<file path="src/mem_select_pkg.sv">
// Shared constants and types for the memory select and sector protect block.
// Assumes a 50 MHz core clock and an 8-bit host bus.
package mem_select_pkg;

  // Timing
  localparam int CLK_FREQ_HZ = 50_000_000;
  localparam int RECOVERY_TIME_US = 25;
  localparam int RECOVERY_CYCLES = (RECOVERY_TIME_US * (CLK_FREQ_HZ / 1_000_000));
  localparam int RECOV_W = $clog2(RECOVERY_CYCLES);

  // Register space offsets and reset command data
  localparam logic [7:0] OFFS_MAIN_PROT = 8'hC0;
  localparam logic [7:0] OFFS_BOOT_PROT = 8'hC2;
  localparam logic [7:0] OFFS_MAP = 8'hC4;
  localparam logic [7:0] RESET_CMD_DATA = 8'hF0;

  // Unlock prefix
  localparam logic [11:0] UNLOCK1_ADDR = 12'hAAA;
  localparam logic [7:0] UNLOCK1_DATA = 8'hAA;
  localparam logic [11:0] UNLOCK2_ADDR = 12'h554;
  localparam logic [7:0] UNLOCK2_DATA = 8'h55;

  // Space mapping register fields
  localparam int MAP_PARALLEL_IO_ENABLE = 7;
  localparam int MAP_RD_MAIN = 4;
  localparam int MAP_RD_BOOT = 3;
  localparam int MAP_FETCH_MAIN = 2;
  localparam int MAP_FETCH_BOOT = 1;
  localparam int MAP_FETCH_SRAM = 0;
  localparam logic [7:0] MAP_WRITABLE = 8'h9F;
  localparam logic [7:0] MAP_RESET = 8'h00;
  localparam int SECURITY_BIT = 7;

  typedef struct packed {
    logic [7:0] main;
    logic [3:0] boot;
    logic sram;
    logic regs;
  } memSelect_t;

  typedef struct packed {
    logic security;
    logic [3:0] boot;
    logic [7:0] main;
  } protImage_t;

  localparam protImage_t PROT_RESET = 13'h0000;

  typedef enum logic [1:0] {KIND_PROGRAM, KIND_BULK, KIND_SECTOR} opKind_t;
  typedef enum logic [2:0] {
    OP_IDLE, OP_PROGRAM, OP_BULK, OP_SECTOR, OP_RECOVER
  } flashOp_t;
  typedef enum logic [1:0] {SEQ_IDLE, SEQ_FIRST, SEQ_SECOND} cmdSeq_t;

  // Strobe permission from the mapping bits; writes are never gated
  function automatic logic strobePermit(input logic fetch, input logic rd,
                                        input logic fetchBit,
                                        input logic rdBit);
    if (fetch) return fetchBit;
    if (rd) return rdBit;
    return 1'b1;
  endfunction

  function automatic logic sectorHit(input logic [7:0] main,
                                     input logic [3:0] boot,
                                     input protImage_t prot);
    return (|(main & prot.main)) || (|(boot & prot.boot));
  endfunction

endpackage

</file>
<file path="src/select_router.sv">
// Priority and strobe permission among the decoder's memory selects.
// Assumes selects arrive already decoded and synchronous to the clock.
`timescale 1ns/1ns
`default_nettype none
module select_router
  import mem_select_pkg::*;
(
  input wire memSelect_t rawSel,
  input wire logic busRd,
  input wire logic codeFetch,
  input wire logic [7:0] mapping,
  output memSelect_t routed
);

  logic upperLevel;
  logic bootAny;
  logic permitMain;
  logic permitBoot;

  always_comb begin
    upperLevel = rawSel.sram || rawSel.regs;
    bootAny = |rawSel.boot;
    permitMain = strobePermit(codeFetch, busRd, mapping[MAP_FETCH_MAIN],
                              mapping[MAP_RD_MAIN]);
    permitBoot = strobePermit(codeFetch, busRd, mapping[MAP_FETCH_BOOT],
                              mapping[MAP_RD_BOOT]);
    routed.regs = rawSel.regs;
    // Data reads always reach SRAM; only fetches are gated
    routed.sram = rawSel.sram
      && (!codeFetch || mapping[MAP_FETCH_SRAM]);
    // Priority follows raw selects, so a refused upper level still shadows
    routed.boot = upperLevel ? 4'h0
      : (rawSel.boot & {4{permitBoot}});
    routed.main = (upperLevel || bootAny) ? 8'h00
      : (rawSel.main & {8{permitMain}});
  end

endmodule // select_router
`default_nettype wire

</file>
<file path="src/flash_cmd_sequencer.sv">
// Flash command write sequencer: reset command and unlock prefix.
// Assumes flashWr is a one-cycle write aimed at a flash sector.
`timescale 1ns/1ns
`default_nettype none
module flash_cmd_sequencer
  import mem_select_pkg::*;
(
  input wire logic core_clk,
  input wire logic nrst,
  input wire logic clkEn,
  input wire logic flashWr,
  input wire logic [11:0] cmdAddr,
  input wire logic [7:0] cmdData,
  output logic resetCmd,
  output logic passWrite
);

  cmdSeq_t seqState;
  logic firstHit;
  logic secondHit;

  always_comb begin
    firstHit = (cmdAddr == UNLOCK1_ADDR) && (cmdData == UNLOCK1_DATA);
    secondHit = (cmdAddr == UNLOCK2_ADDR) && (cmdData == UNLOCK2_DATA);
    // Reset needs no prefix, but a prefix before it is harmless
    resetCmd = flashWr && (cmdData == RESET_CMD_DATA);
    passWrite = flashWr && !resetCmd
      && !((seqState == SEQ_IDLE) && firstHit)
      && !((seqState == SEQ_FIRST) && secondHit);
  end

  always_ff @(posedge core_clk or negedge nrst) begin
    if (!nrst) begin
      seqState <= SEQ_IDLE;
    end else if (clkEn && flashWr) begin
      case (seqState)
        SEQ_IDLE: seqState <= (firstHit && !resetCmd) ? SEQ_FIRST : SEQ_IDLE;
        SEQ_FIRST: seqState <= (secondHit && !resetCmd) ? SEQ_SECOND
                                                        : SEQ_IDLE;
        SEQ_SECOND: seqState <= SEQ_IDLE;
        default: seqState <= SEQ_IDLE;
      endcase
    end
  end

endmodule // flash_cmd_sequencer
`default_nettype wire

</file>
<file path="src/memory_select_and_sector_protect.sv">
// Memory select, sector protection, space mapping and flash reset control.
// Assumes host bus inputs and decoder selects are synchronous to core_clk,
// and that a flash engine reports opDone / opError for granted operations.
`timescale 1ns/1ns
`default_nettype none
module memory_select_and_sector_protect
  import mem_select_pkg::*;
#(
  parameter logic [7:0] MAIN_PROT_OFFSET = OFFS_MAIN_PROT,
  parameter logic [7:0] BOOT_PROT_OFFSET = OFFS_BOOT_PROT,
  parameter logic [7:0] MAP_OFFSET = OFFS_MAP
)(
  input wire logic core_clk,
  input wire logic nrst,
  input wire logic clkEn,
  input wire logic [15:0] busAddr,
  input wire logic [7:0] busWrData,
  input wire logic busWr,
  input wire logic busRd,
  input wire logic codeFetch,
  input wire memSelect_t decoderSelect,
  input wire logic progReq,
  input wire opKind_t progKind,
  input wire logic opDone,
  input wire logic opError,
  input wire logic resetPin,
  input wire logic [7:0] arrayRdData,
  input wire logic protLoad,
  input wire protImage_t protImage,
  input wire logic [7:0] cfgMapping,
  output memSelect_t memEnable,
  output logic [7:0] regRdData,
  output logic regRdValid,
  output logic [7:0] flashRdData,
  output logic flashReadMode,
  output logic flashAbort,
  output logic errorStatusBit,
  output logic progEraseGo,
  output opKind_t progEraseKind,
  output logic flashCmdWrite,
  output logic [7:0] flashCmdData,
  output logic parallelIoEnable
);

  ////////////////////////////////////////////////////////////////////////////
  // Selects and command decode

  memSelect_t routed;
  protImage_t prot;
  logic [7:0] mapping;
  logic cfgLoaded;
  logic flashWr;
  logic resetCmd;
  logic passWrite;
  logic regWrite;
  logic regRead;
  logic [7:0] regOffset;
  logic targetAny;
  logic targetProtected;

  select_router u_router (
    .rawSel(decoderSelect),
    .busRd(busRd),
    .codeFetch(codeFetch),
    .mapping(mapping),
    .routed(routed)
  );

  assign flashWr = busWr && ((|routed.main) || (|routed.boot));
  assign regWrite = busWr && decoderSelect.regs;
  assign regRead = busRd && decoderSelect.regs;
  assign regOffset = busAddr[7:0];
  assign targetAny = (|routed.main) || (|routed.boot);
  assign targetProtected = sectorHit(routed.main, routed.boot, prot);

  flash_cmd_sequencer u_seq (
    .core_clk(core_clk),
    .nrst(nrst),
    .clkEn(clkEn),
    .flashWr(flashWr),
    .cmdAddr(busAddr[11:0]),
    .cmdData(busWrData),
    .resetCmd(resetCmd),
    .passWrite(passWrite)
  );

  ////////////////////////////////////////////////////////////////////////////
  // Protection image, loaded only from the test port

  always_ff @(posedge core_clk or negedge nrst) begin
    if (!nrst) begin
      prot <= PROT_RESET;
    end else if (clkEn && protLoad) begin
      prot <= protImage;
    end
  end

  ////////////////////////////////////////////////////////////////////////////
  // Space mapping register

  // Configuration value is caught after reset release, never under reset
  always_ff @(posedge core_clk or negedge nrst) begin
    if (!nrst) begin
      mapping <= MAP_RESET;
      cfgLoaded <= 1'b0;
    end else if (clkEn) begin
      cfgLoaded <= 1'b1;
      if (!cfgLoaded) begin
        mapping <= cfgMapping & MAP_WRITABLE;
      end else if (regWrite && (regOffset == MAP_OFFSET)) begin
        mapping <= busWrData & MAP_WRITABLE;
      end
    end
  end

  always_ff @(posedge core_clk or negedge nrst) begin
    if (!nrst) begin
      parallelIoEnable <= 1'b0;
    end else if (clkEn) begin
      parallelIoEnable <= mapping[MAP_PARALLEL_IO_ENABLE];
    end
  end

  ////////////////////////////////////////////////////////////////////////////
  // Register reads; protection registers ignore host writes

  always_ff @(posedge core_clk or negedge nrst) begin
    if (!nrst) begin
      regRdData <= 8'h00;
      regRdValid <= 1'b0;
    end else if (clkEn) begin
      regRdValid <= regRead;
      if (regRead) begin
        if (regOffset == MAIN_PROT_OFFSET) begin
          regRdData <= prot.main;
        end else if (regOffset == BOOT_PROT_OFFSET) begin
          regRdData <= {prot.security, 3'h0, prot.boot};
        end else if (regOffset == MAP_OFFSET) begin
          regRdData <= mapping;
        end else begin
          regRdData <= 8'h00;
        end
      end
    end
  end

  ////////////////////////////////////////////////////////////////////////////
  // Memory enables and flash read data

  always_ff @(posedge core_clk or negedge nrst) begin
    if (!nrst) begin
      memEnable <= '0;
      flashRdData <= 8'h00;
    end else if (clkEn) begin
      memEnable <= routed;
      // Protected sectors were never written, so reads return stored data
      if ((busRd || codeFetch) && targetAny) begin
        flashRdData <= arrayRdData;
      end
    end
  end

  always_ff @(posedge core_clk or negedge nrst) begin
    if (!nrst) begin
      flashCmdWrite <= 1'b0;
      flashCmdData <= 8'h00;
    end else if (clkEn) begin
      flashCmdWrite <= passWrite;
      if (passWrite) begin
        flashCmdData <= busWrData;
      end
    end
  end

  ////////////////////////////////////////////////////////////////////////////
  // Flash operation state, reset command and reset pin

  flashOp_t opState;
  flashOp_t next_opState;
  logic next_err;
  logic goGrant;
  logic abortNow;
  logic loadRecov;
  logic [RECOV_W-1:0] recovCount;

  always_comb begin
    next_opState = opState;
    next_err = errorStatusBit;
    goGrant = 1'b0;
    abortNow = 1'b0;
    loadRecov = 1'b0;
    if (resetPin) begin
      next_err = 1'b0;
      if (opState inside {OP_PROGRAM, OP_BULK, OP_SECTOR}) begin
        abortNow = 1'b1;
        loadRecov = 1'b1;
        next_opState = OP_RECOVER;
      end else if (opState != OP_RECOVER) begin
        next_opState = OP_IDLE;
      end
    end else begin
      case (opState)
        OP_IDLE: begin
          if (resetCmd) begin
            if (errorStatusBit) begin
              loadRecov = 1'b1;
              next_opState = OP_RECOVER;
            end
          end else if (progReq && targetAny && !targetProtected
                       && !errorStatusBit) begin
            goGrant = 1'b1;
            case (progKind)
              KIND_PROGRAM: next_opState = OP_PROGRAM;
              KIND_BULK: next_opState = OP_BULK;
              KIND_SECTOR: next_opState = OP_SECTOR;
              default: next_opState = OP_IDLE;
            endcase
          end
        end
        OP_PROGRAM, OP_BULK: begin
          // Reset command has no effect here
          if (opError) begin
            next_err = 1'b1;
            next_opState = OP_IDLE;
          end else if (opDone) begin
            next_opState = OP_IDLE;
          end
        end
        OP_SECTOR: begin
          if (resetCmd) begin
            abortNow = 1'b1;
            loadRecov = 1'b1;
            next_opState = OP_RECOVER;
          end else if (opError) begin
            next_err = 1'b1;
            next_opState = OP_IDLE;
          end else if (opDone) begin
            next_opState = OP_IDLE;
          end
        end
        OP_RECOVER: begin
          if (recovCount == '0) begin
            next_opState = OP_IDLE;
            next_err = 1'b0;
          end
        end
        default: next_opState = OP_IDLE;
      endcase
    end
  end

  always_ff @(posedge core_clk or negedge nrst) begin
    if (!nrst) begin
      opState <= OP_IDLE;
      errorStatusBit <= 1'b0;
      flashReadMode <= 1'b1;
    end else if (clkEn) begin
      opState <= next_opState;
      errorStatusBit <= next_err;
      flashReadMode <= (next_opState == OP_IDLE) && !next_err;
    end
  end

  // Recovery lasts the documented worst case, 25 us, or until resetPin falls if that is later
  always_ff @(posedge core_clk or negedge nrst) begin
    if (!nrst) begin
      recovCount <= '0;
    end else if (clkEn) begin
      if (loadRecov) begin
        recovCount <= RECOV_W'(RECOVERY_CYCLES - 1);
      end else if ((opState == OP_RECOVER) && (recovCount != '0)) begin
        recovCount <= recovCount - 1'b1;
      end
    end
  end

  always_ff @(posedge core_clk or negedge nrst) begin
    if (!nrst) begin
      progEraseGo <= 1'b0;
      progEraseKind <= KIND_PROGRAM;
      flashAbort <= 1'b0;
    end else if (clkEn) begin
      progEraseGo <= goGrant;
      flashAbort <= abortNow;
      if (goGrant) begin
        progEraseKind <= progKind;
      end
    end
  end

  // Recovery is too long for a delay range, so a counter bounds it
  logic [11:0] abortWait;

  always_ff @(posedge core_clk or negedge nrst) begin
    if (!nrst) begin
      abortWait <= 12'h000;
    end else if (clkEn) begin
      if (flashAbort) begin
        abortWait <= 12'h001;
      end else if (flashReadMode) begin
        abortWait <= 12'h000;
      end else if ((abortWait != 12'h000) && !resetPin) begin
        abortWait <= abortWait + 12'h001;
      end
    end
  end
endmodule // memory_select_and_sector_protect
`default_nettype wire

</file>
<file path="config.mk">
export PLATFORM = sky130hd
export DESIGN_NAME = memory_select_and_sector_protect
export DESIGN_NICKNAME = d
export VERILOG_FILES = /design/src/mem_select_pkg.sv /design/src/select_router.sv /design/src/flash_cmd_sequencer.sv /design/src/memory_select_and_sector_protect.sv
export SDC_FILE = /design/constraint.sdc
export NUM_CORES = 1
export LEC_CHECK = 0
export ABC_AREA = 0
export BUFFER_PORTS_ARGS = -buffer_cell sky130_fd_sc_hd__buf_2
export CAP_MARGIN = 15
export CORE_MARGIN = 8
export CORE_UTILIZATION = 55
export DETAILED_ROUTE_END_ITERATION = 8
export GPL_ROUTABILITY_DRIVEN = 1
export GPL_TIMING_DRIVEN = 0
export PLACE_DENSITY = 0.93
export SKIP_CTS_REPAIR_TIMING = 1
export SLEW_MARGIN = 20
export SYNTH_ARGS = -nofsm -noshare
export SYNTH_HDL_FRONTEND = slang
export SYNTH_SLANG_ARGS = --single-unit
</file>
<file path="constraint.sdc">
create_clock -name core_clk -period 4.4 [get_ports core_clk]
set_clock_uncertainty 0.05 [all_clocks]
set_input_delay 0.44 -clock core_clk [delete_from_list [all_inputs] [get_ports core_clk]]
set_output_delay 0.44 -clock core_clk [all_outputs]
set_load 0.05 [all_outputs]
</file>
==> results.toml, run 1 <==
[outcome]
status = "completed"

[synthesis]
synth_area_mm2 = 0.004030
synth_fp_nets = 458
synth_top_cell_by_area = "dfrtp_1"
ys_types = 54
ys.warnings.count = 0
synth_top_area_share = 0.5092
synth_cells = 374
async_flop_share = 1.000
yosysMostFrequentCell = "dfrtp_1"
ys.flop_type = "dfrtp_1"
ys_top_cells_by_area = "dfrtp_1 (51%), mux2_2 (7.3%), nand2_1 (3.5%), nor2_1 (3.4%), mux2_4 (3.0%)"
synthTopCellsByCount = "dfrtp_1 (82), nand2_1 (38), nor2_1 (36), mux2_2 (26), o21ai_0 (18)"
ys_seq_area_frac = 0.5157
avgSynthCellArea_um2 = 10.78
synth_seq_cells = 83
synth_edf_count = 0

[setup_path]
crit_chain = "or4_1 > nor4_1 > a31oi_1 > a311oi_1 > a41o_1"
cp-end-kind = "flop"
cp.arrival_ps = 2780
max_stage_delay_ps = 710
worstPathRequired_ps = 4640
reg2reg_from = "recovCount[7]"
cpLargestDelayFamily = "simple AND/OR/NAND/NOR gates"
reg2reg_to = "flashReadMode"
setup.worst_path.start = "recovCount[7]"
crit_path_max_fanout = 6
crit_slowest_cell = "nor4_1"
r2r_slack_ps = 1870
reg2reg_depth = 5
timing.critical_path.buf_inv = 0
crit_type = "reg2reg"
cp-start-kind = "flop"

[run]
maxCapViolCount = 0

[final_layout]
drive_above_1_share = 0.3543
area_growth_pct = 22.63
insertedDiodeCount = 0
layout.nets = 588
fillers = 540
final_cell_area_mm2 = 0.004942

[detailed_routing]
drt_iter0_drc = 233
routed_wirelength_mm = 10.77
wl_per_cell_um = 17.74
dr.pass1.iters = 5
drt-vias-per-instance = 5.761
drc = 0
ant_nets = 0
via_count = 3497

[global_route]
antenna_found_initial = 0
grt_usage = 0.2158
grt_pass1_vias = 3645
grt_max_degree = 43
grt_pass1_wl_mm = 17.58
grt_overflow = 0

[timing]
rsz0062_at_grt = "false"
max_slew_margin = 0.3888
slew_violations = 0
fmax_mhz = 394.5
worstMarginPinSlew_ps = 908.4
setup_tns_ps = 0
finalCriticalPeriod_ps = 2535
setup_viol = 0
finalHoldViolations = 0
timing.final.crit_share = 0.5760

[power]
switchingPower_uw = 756.0
p_seq_frac = 0.467
swShare = 0.3669
power_frac_comb = 0.293
p_clk_frac = 0.240
powerDensity_mw_per_mm2 = 416.9
total_power_mw = 2.061
power.leakage_nw = 2.380
ir_worst_vdd_mv = 0.2273
intPower_mw = 1.305

[clock_network]
path_clk_slew_ps = 80
cts.sinks = 83
cts_buffer_depth = 2
htree_levels = 3
clk_latency_ps = 350
cts_tree = "done"
root_buffer = "clkbuf_8"
cts_made_buffers = 9

[floorplanning]
ios = 127
start_util = 0.5616
die_y_um = 101.6
rows = 31
coreArea_mm2 = 0.007176
die_x_um = 101.6
die-area_mm2 = 0.01032

[placed_design]
placed_area_mm2 = 0.004767
gp_congestion = 0.8815
io_buffers = 118
dp_hpwl_mm = 8.461

[hold_path]
hold_class = "in2async"
==> per-stage QoR <==
| stage | cells | hold slack [ps] | utilization | setup slack [ps] |
|---|---|---|---|---|
| 2_1_floorplan | 374 | 94.41 | - | 1910 |
| 3_3_place_gp | 591 | 409.0 | 0.6612 | 1543 |
| 3_5_place_dp | 592 | 410.1 | 0.6643 | 1534 |
| 4_1_cts | 607 | 24.01 | 0.6888 | 1876 |
| 5_1_grt | 607 | 48.49 | 0.6888 | 1704 |
| 6_report | 607 | 22.26 | 0.6888 | 1865 |
==> worst reg2reg max path: stages, from the launching register on <==
cell and delay (ps):
dfrtp_1 410, or4_1 570, nor4_1 710, a31oi_1 180, a311oi_1 340, a41o_1 220
==> area by class of cell <==
class	instances	area (um^2)	share of cell area
flip-flops and latches	83	2078	0.4205
plain buffers	14	60.06	0.01215
repair buffers	119	613.1	0.1241
well taps	99	123.9	0.02506
clock inverters	5	37.54	0.007595
multi-input cells	266	1851	0.3744
inverters	11	41.29	0.008354
clock buffers	10	137.6	0.02785
==> layer usage <==
layer | vias to the layer above | wire [um] | share of wire | track usage
met4 | 0 | 129 | 0.012 | 0.05269
met3 | 16 | 1005 | 0.093 | 0.07354
met1 | 1730 | 4304 | 0.40 | 0.2529
met5 | - | 0 | 0 | 0
li1 | 1612 | - | - | -
met2 | 139 | 5332 | 0.50 | 0.3692
==> state kept, by name, indices dropped and copies added (netlist names), 2 cells and up <==
signal,cells
memEnable,14
regRdData,8
prot,13
flashCmdData,8
mapping,6
flashRdData,8
recovCount,11
u_seq.seqState,2
opState,3
progEraseKind,2
==> power groups by stage <==
stage	sequential [mW]	clock (mW)	combinational [mW]
after floorplan	1.16	0	0.221
after global placement	0.966	0	0.585
after detailed placement	0.974	0	0.605
after CTS	0.960	0.509	0.607
after global routing	0.976	0.543	0.645
final	0.962	0.495	0.603
==> cell families after synthesis <==
logic type	share of synthesized area
buf+inv	0.02515
xor+xnor	0.01956
fa+ha+maj	0.01242
flops	0.5157
simple gates	0.1804
mux	0.1298
compound gates	0.1171
==> placed cells by master (no fill, tap or decap), types with 10 or more instances in the layout <==
cell type  netlist  routed
a21oi_1         17      17
clkbuf_8         0      10
mux2i_1         11      11
inv_1           10      10
nor2_1          36      36
o21ai_0         18      18
nand2_1         38      38
clkbuf_1        11      11
mux2_2          26      26
buf_2            0     117
dfrtp_1         82      82
==> how the worst max path moves through the flow <==
stage,to,cells past startpoint
3_3_place_gp,flashCmdData[7],8
6_report,flashReadMode,5
4_1_cts,opState[2],6
3_5_place_dp,flashCmdData[6],8
5_1_grt,flashReadMode,5
2_1_floorplan,flashCmdData[0],7
Note: power is estimated with default switching activity, not from simulation.
==> run 2, diff against run 1 <==
- CORE_UTILIZATION: 55 -> 51
- PLACE_DENSITY: 0.93 -> 0.88
- clock period: 4.4 -> 2.5 ns (I/O delays scaled with it)
==> results.toml, run 2 (synthesis gave the netlist of run 1 again) <==
[outcome]
status = "completed"

[run]
maxCapViolCount = 0

[placed_design]
dp_hpwl_mm = 8.605
placed_area_mm2 = 0.004771
io_buffers = 118
placed_cells = 595
place_ws_ps = -161.5
gp_congestion = 0.8618

[power]
ir_worst_vdd_mv = 0.4962
power.leakage_nw = 2.409
powerDensity_mw_per_mm2 = 758.9
total_power_mw = 3.816

[floorplanning]
ios = 127
die-area_mm2 = 0.01100
coreArea_mm2 = 0.007687
die_y_um = 104.9
die_x_um = 104.9
start_util = 0.5243
rows = 32

[setup_path]
cp-start-kind = "flop"
cp-end-kind = "flop"
crit_path_max_fanout = 9
reg2reg_from = "mapping[3]"
reg2reg_to = "flashCmdData[0]"
cp.arrival_ps = 2630
reg2reg_depth = 7
worstPathRequired_ps = 2700
r2r_slack_ps = 70
crit_type = "reg2reg"

[detailed_routing]
via_count = 3488
routed_wirelength_mm = 11.05
wl_per_cell_um = 18.03
drt-vias-per-instance = 5.690
dr.pass1.iters = 4
ant_nets = 0
drc = 0
drt_iter0_drc = 266

[final_layout]
top_regs = "memEnable x14, prot x13, recovCount x11"
layout.nets = 590
stdcell_count = 613
seq_area_mm2 = 0.002078
largest_reg_flops = 14
final_cell_mix = "buf_2 (117), dfrtp_1 (82), nand2_1 (38)"
final_cell_area_mm2 = 0.005029
multiInputGateArea_mm2 = 0.001872
area_growth_pct = 24.77
layout_commonest_cell = "buf_2"
largest_register = "memEnable"
drive_above_1_share = 0.3608
fillers = 615

[timing]
worstMarginPinSlew_ps = 821.2
setup_viol = 0
max_slew_margin = 0.4501
timing.final.crit_share = 0.9711
holdWs_ps = 78.76
finalHoldViolations = 0
setup_ws_ps = 72.25
fmax_mhz = 411.9
finalCriticalPeriod_ps = 2428
slew_violations = 0
rsz0062_at_grt = "false"

[global_route]
grt_usage = 0.1993
grt_overflow = 0
antenna_found_initial = 0
grt_pass1_wl_mm = 17.93
grt_max_degree = 44
grt_pass1_vias = 3663

[hold_path]
hold_start = "arrayRdData[1]"
hold_class = "in2reg"
hold_end = "flashRdData[1]"
holdPathStages = 2

[clock_network]
cts_made_buffers = 9
root_buffer = "clkbuf_8"
cts_buffer_depth = 2
cts.sinks = 83
cts_tree = "done"
htree_levels = 3
path_clk_slew_ps = 90
clk_latency_ps = 360
## run 2: cell count changes in the layout (fill, tap and decap cells not counted), sizes merged
cell / delta
dlygate4sd3: +1
bufinv: +2
clkbuf: +1
clkinv: -1
inv: -2
diode: +1
buf: +1
## run 2: layout make-up
| type | count | area share |
|---|---|---|
| well taps | 102 | 0.02538 |
| clock buffers | 11 | 0.02812 |
| plain buffers | 14 | 0.01194 |
| diodes | 1 | 0.0004976 |
| clock inverters | 4 | 0.01493 |
| flip-flops and latches | 83 | 0.4133 |
| multi-input cells | 266 | 0.3722 |
| inverters | 11 | 0.008211 |
| repair buffers | 121 | 0.1254 |
## run 2: worst max path at each step
stage	start	endpoint	slack, ps	depth (start not counted)
floorplan	decoderSelect[3]	flashCmdData[0]	200	7
global placement	decoderSelect[3]	flashCmdData[7]	-140	8
detailed placement	decoderSelect[3]	flashCmdData[0]	-160	8
CTS	recovCount[6]	flashReadMode	-30	5
global route	mapping[3]	flashCmdData[0]	7	7
finish	mapping[3]	flashCmdData[0]	70	7
## run 2: metal layers
layer,track usage,vias to the layer above,part of all wire
li1,-,1615,-
met1,0.2402,1744,0.41
met2,0.3421,111,0.51
met3,0.05835,18,0.068
met4,0.04791,0,0.013
met5,0,-,0
## run 2: metrics by stage
stage,TNS (ps),utilization
detailed placement,-1203,0.6206
floorplan,0,-
global route,0,0.6538
CTS,-39.12,0.6488
global placement,-1072,0.6177
finish,0,0.6541
## run 2: critical path: stages, from the launching register on
cell and delay, ps:
dfrtp_1 400, or3b_2 130, o211ai_1 260, o22ai_2 290
nand3_2 130, or4_1 570, buf_6 180, mux2_4 310
## run 2: power by group
group          internal (mW)  total (mW)  switching (mW)
sequential              1.54        1.69           0.152
combinational          0.369        1.07           0.700
clock                  0.585        1.05           0.468
total                   2.50        3.82            1.32
==> run 3, diff against run 2 <==
- CORE_UTILIZATION: 51 -> 57
- CTS_BUF_LIST: unset -> sky130_fd_sc_hd__clkbuf_8
- PLACE_DENSITY: 0.88 -> unset
- PLACE_DENSITY_LB_ADDON: unset -> 0.15
- clock period: 2.5 -> 2.89 ns (I/O delays scaled with it)
==> results.toml, run 3 (synthesis gave the netlist of run 1 again) <==
[outcome]
status = "completed"

[global_route]
grt_usage = 0.2135
grt_overflow = 0
antenna_found_initial = 0
grt_pass1_vias = 3561
grt_max_degree = 44
grt_pass1_wl_mm = 16.99

[final_layout]
area_growth_pct = 23.50
top_regs = "memEnable x14, prot x13, recovCount x11"
insertedDiodeCount = 0
utilization = 0.7286
layout.nets = 589
final_cell_area_mm2 = 0.004977
layout_commonest_cell = "buf_2"
final_cell_mix = "buf_2 (117), dfrtp_1 (82), nand2_1 (38)"
drive_above_1_share = 0.3529
largest_reg_flops = 14
largest_register = "memEnable"

[floorplanning]
die_y_um = 100.1
die_x_um = 100.1
ios = 127
coreArea_mm2 = 0.006832
start_util = 0.5899
rows = 30
die-area_mm2 = 0.01002

[clock_network]
cts_buffer_depth = 2
cts_tree = "done"
cts.sinks = 83
clk_latency_ps = 360
cts_made_buffers = 9
root_buffer = "clkbuf_8"
path_clk_slew_ps = 80
htree_levels = 3

[hold_path]
hold_class = "in2reg"

[detailed_routing]
drt-vias-per-instance = 5.584
drc = 0
drt_iter0_drc = 189
wl_per_cell_um = 17.36
routed_wirelength_mm = 10.52
ant_nets = 0
dr.pass1.iters = 4
via_count = 3384

[setup_path]
crit_path_max_fanout = 9
max_stage_delay_ps = 570
crit_slowest_cell = "or4_1"
cp-start-kind = "flop"
cp.arrival_ps = 2730
cp-end-kind = "flop"
crit_chain = "or3b_2 > o211ai_1 > o22ai_2 > nand3_2 > or4_1 > buf_6 > mux2_4"
worstPathRequired_ps = 3080
crit_type = "reg2reg"

[placed_design]
gp_congestion = 0.8921
io_buffers = 118
placed_area_mm2 = 0.004763
dp_hpwl_mm = 8.130

[timing]
timing.final.crit_share = 0.8820
holdWs_ps = 111.1
max_slew_margin = 0.4340
slew_violations = 0
fmax_mhz = 392.3
finalCriticalPeriod_ps = 2549
finalHoldViolations = 0
rsz0062_at_grt = "false"
setup_viol = 0
worstMarginPinSlew_ps = 841.3
setup_tns_ps = 0

[run]
maxCapViolCount = 0

[power]
total_power_mw = 3.214
ir_worst_vdd_mv = 0.4566
powerDensity_mw_per_mm2 = 645.8
power.leakage_nw = 2.399
run 3: routing by layer:
metal / vias to the layer above / share of wire / GRT usage
li1: 1617 / - / -
met5: - / 0 / 0
met1: 1647 / 0.43 / 0.2600
met2: 108 / 0.49 / 0.3561
met4: 0 / 0.012 / 0.06163
met3: 12 / 0.065 / 0.06436
run 3: worst paths after layout:
path,startpoint,to,slack [ps],cells past startpoint
max in group asynchronous,nrst,flashReadMode,1720,3
hold reg to reg,progEraseKind[0],progEraseKind[0],430,2
setup / recovery,mapping[3],flashCmdData[1],340,7
min in group asynchronous,nrst,recovCount[3],410,2
setup reg to reg,mapping[3],flashCmdData[1],340,7
hold / removal,protImage[5],prot[5],110,2
run 3: report_power, final:
part / internal [mW] / total [mW] / switching [mW]
logic: 0.317 / 0.910 / 0.593
clock network: 0.422 / 0.841 / 0.418
registers: 1.33 / 1.46 / 0.129
total: 2.07 / 3.21 / 1.14
run 3: area by class of cell:
class	instances	area, um^2
flip-flops and latches	83	2078
fillers	520	1854
multi-input cells	266	1851
repair buffers	120	623.1
clock buffers	10	137.6
well taps	96	120.1
clock inverters	6	66.31
plain buffers	14	60.06
inverters	11	41.29
run 3: per-stage QoR:
stage,cells,setup WS [ps]
final,606,340.9
after global routing,606,212.9
after CTS,605,366.8
after detailed placement,589,216.2
after global placement,588,210.1
after floorplan,374,551.1
run 3: worst max-delay path, delay by kind of cell, from the launching register on:
| kind | cells | cell delay, ps |
|---|---|---|
| AND/OR/NAND/NOR | 3 | 860 |
| AO/OA/AOI/OAI | 2 | 640 |
| flip-flops | 1 | 410 |
| multiplexers | 1 | 300 |
| buffers and inverters | 1 | 170 |
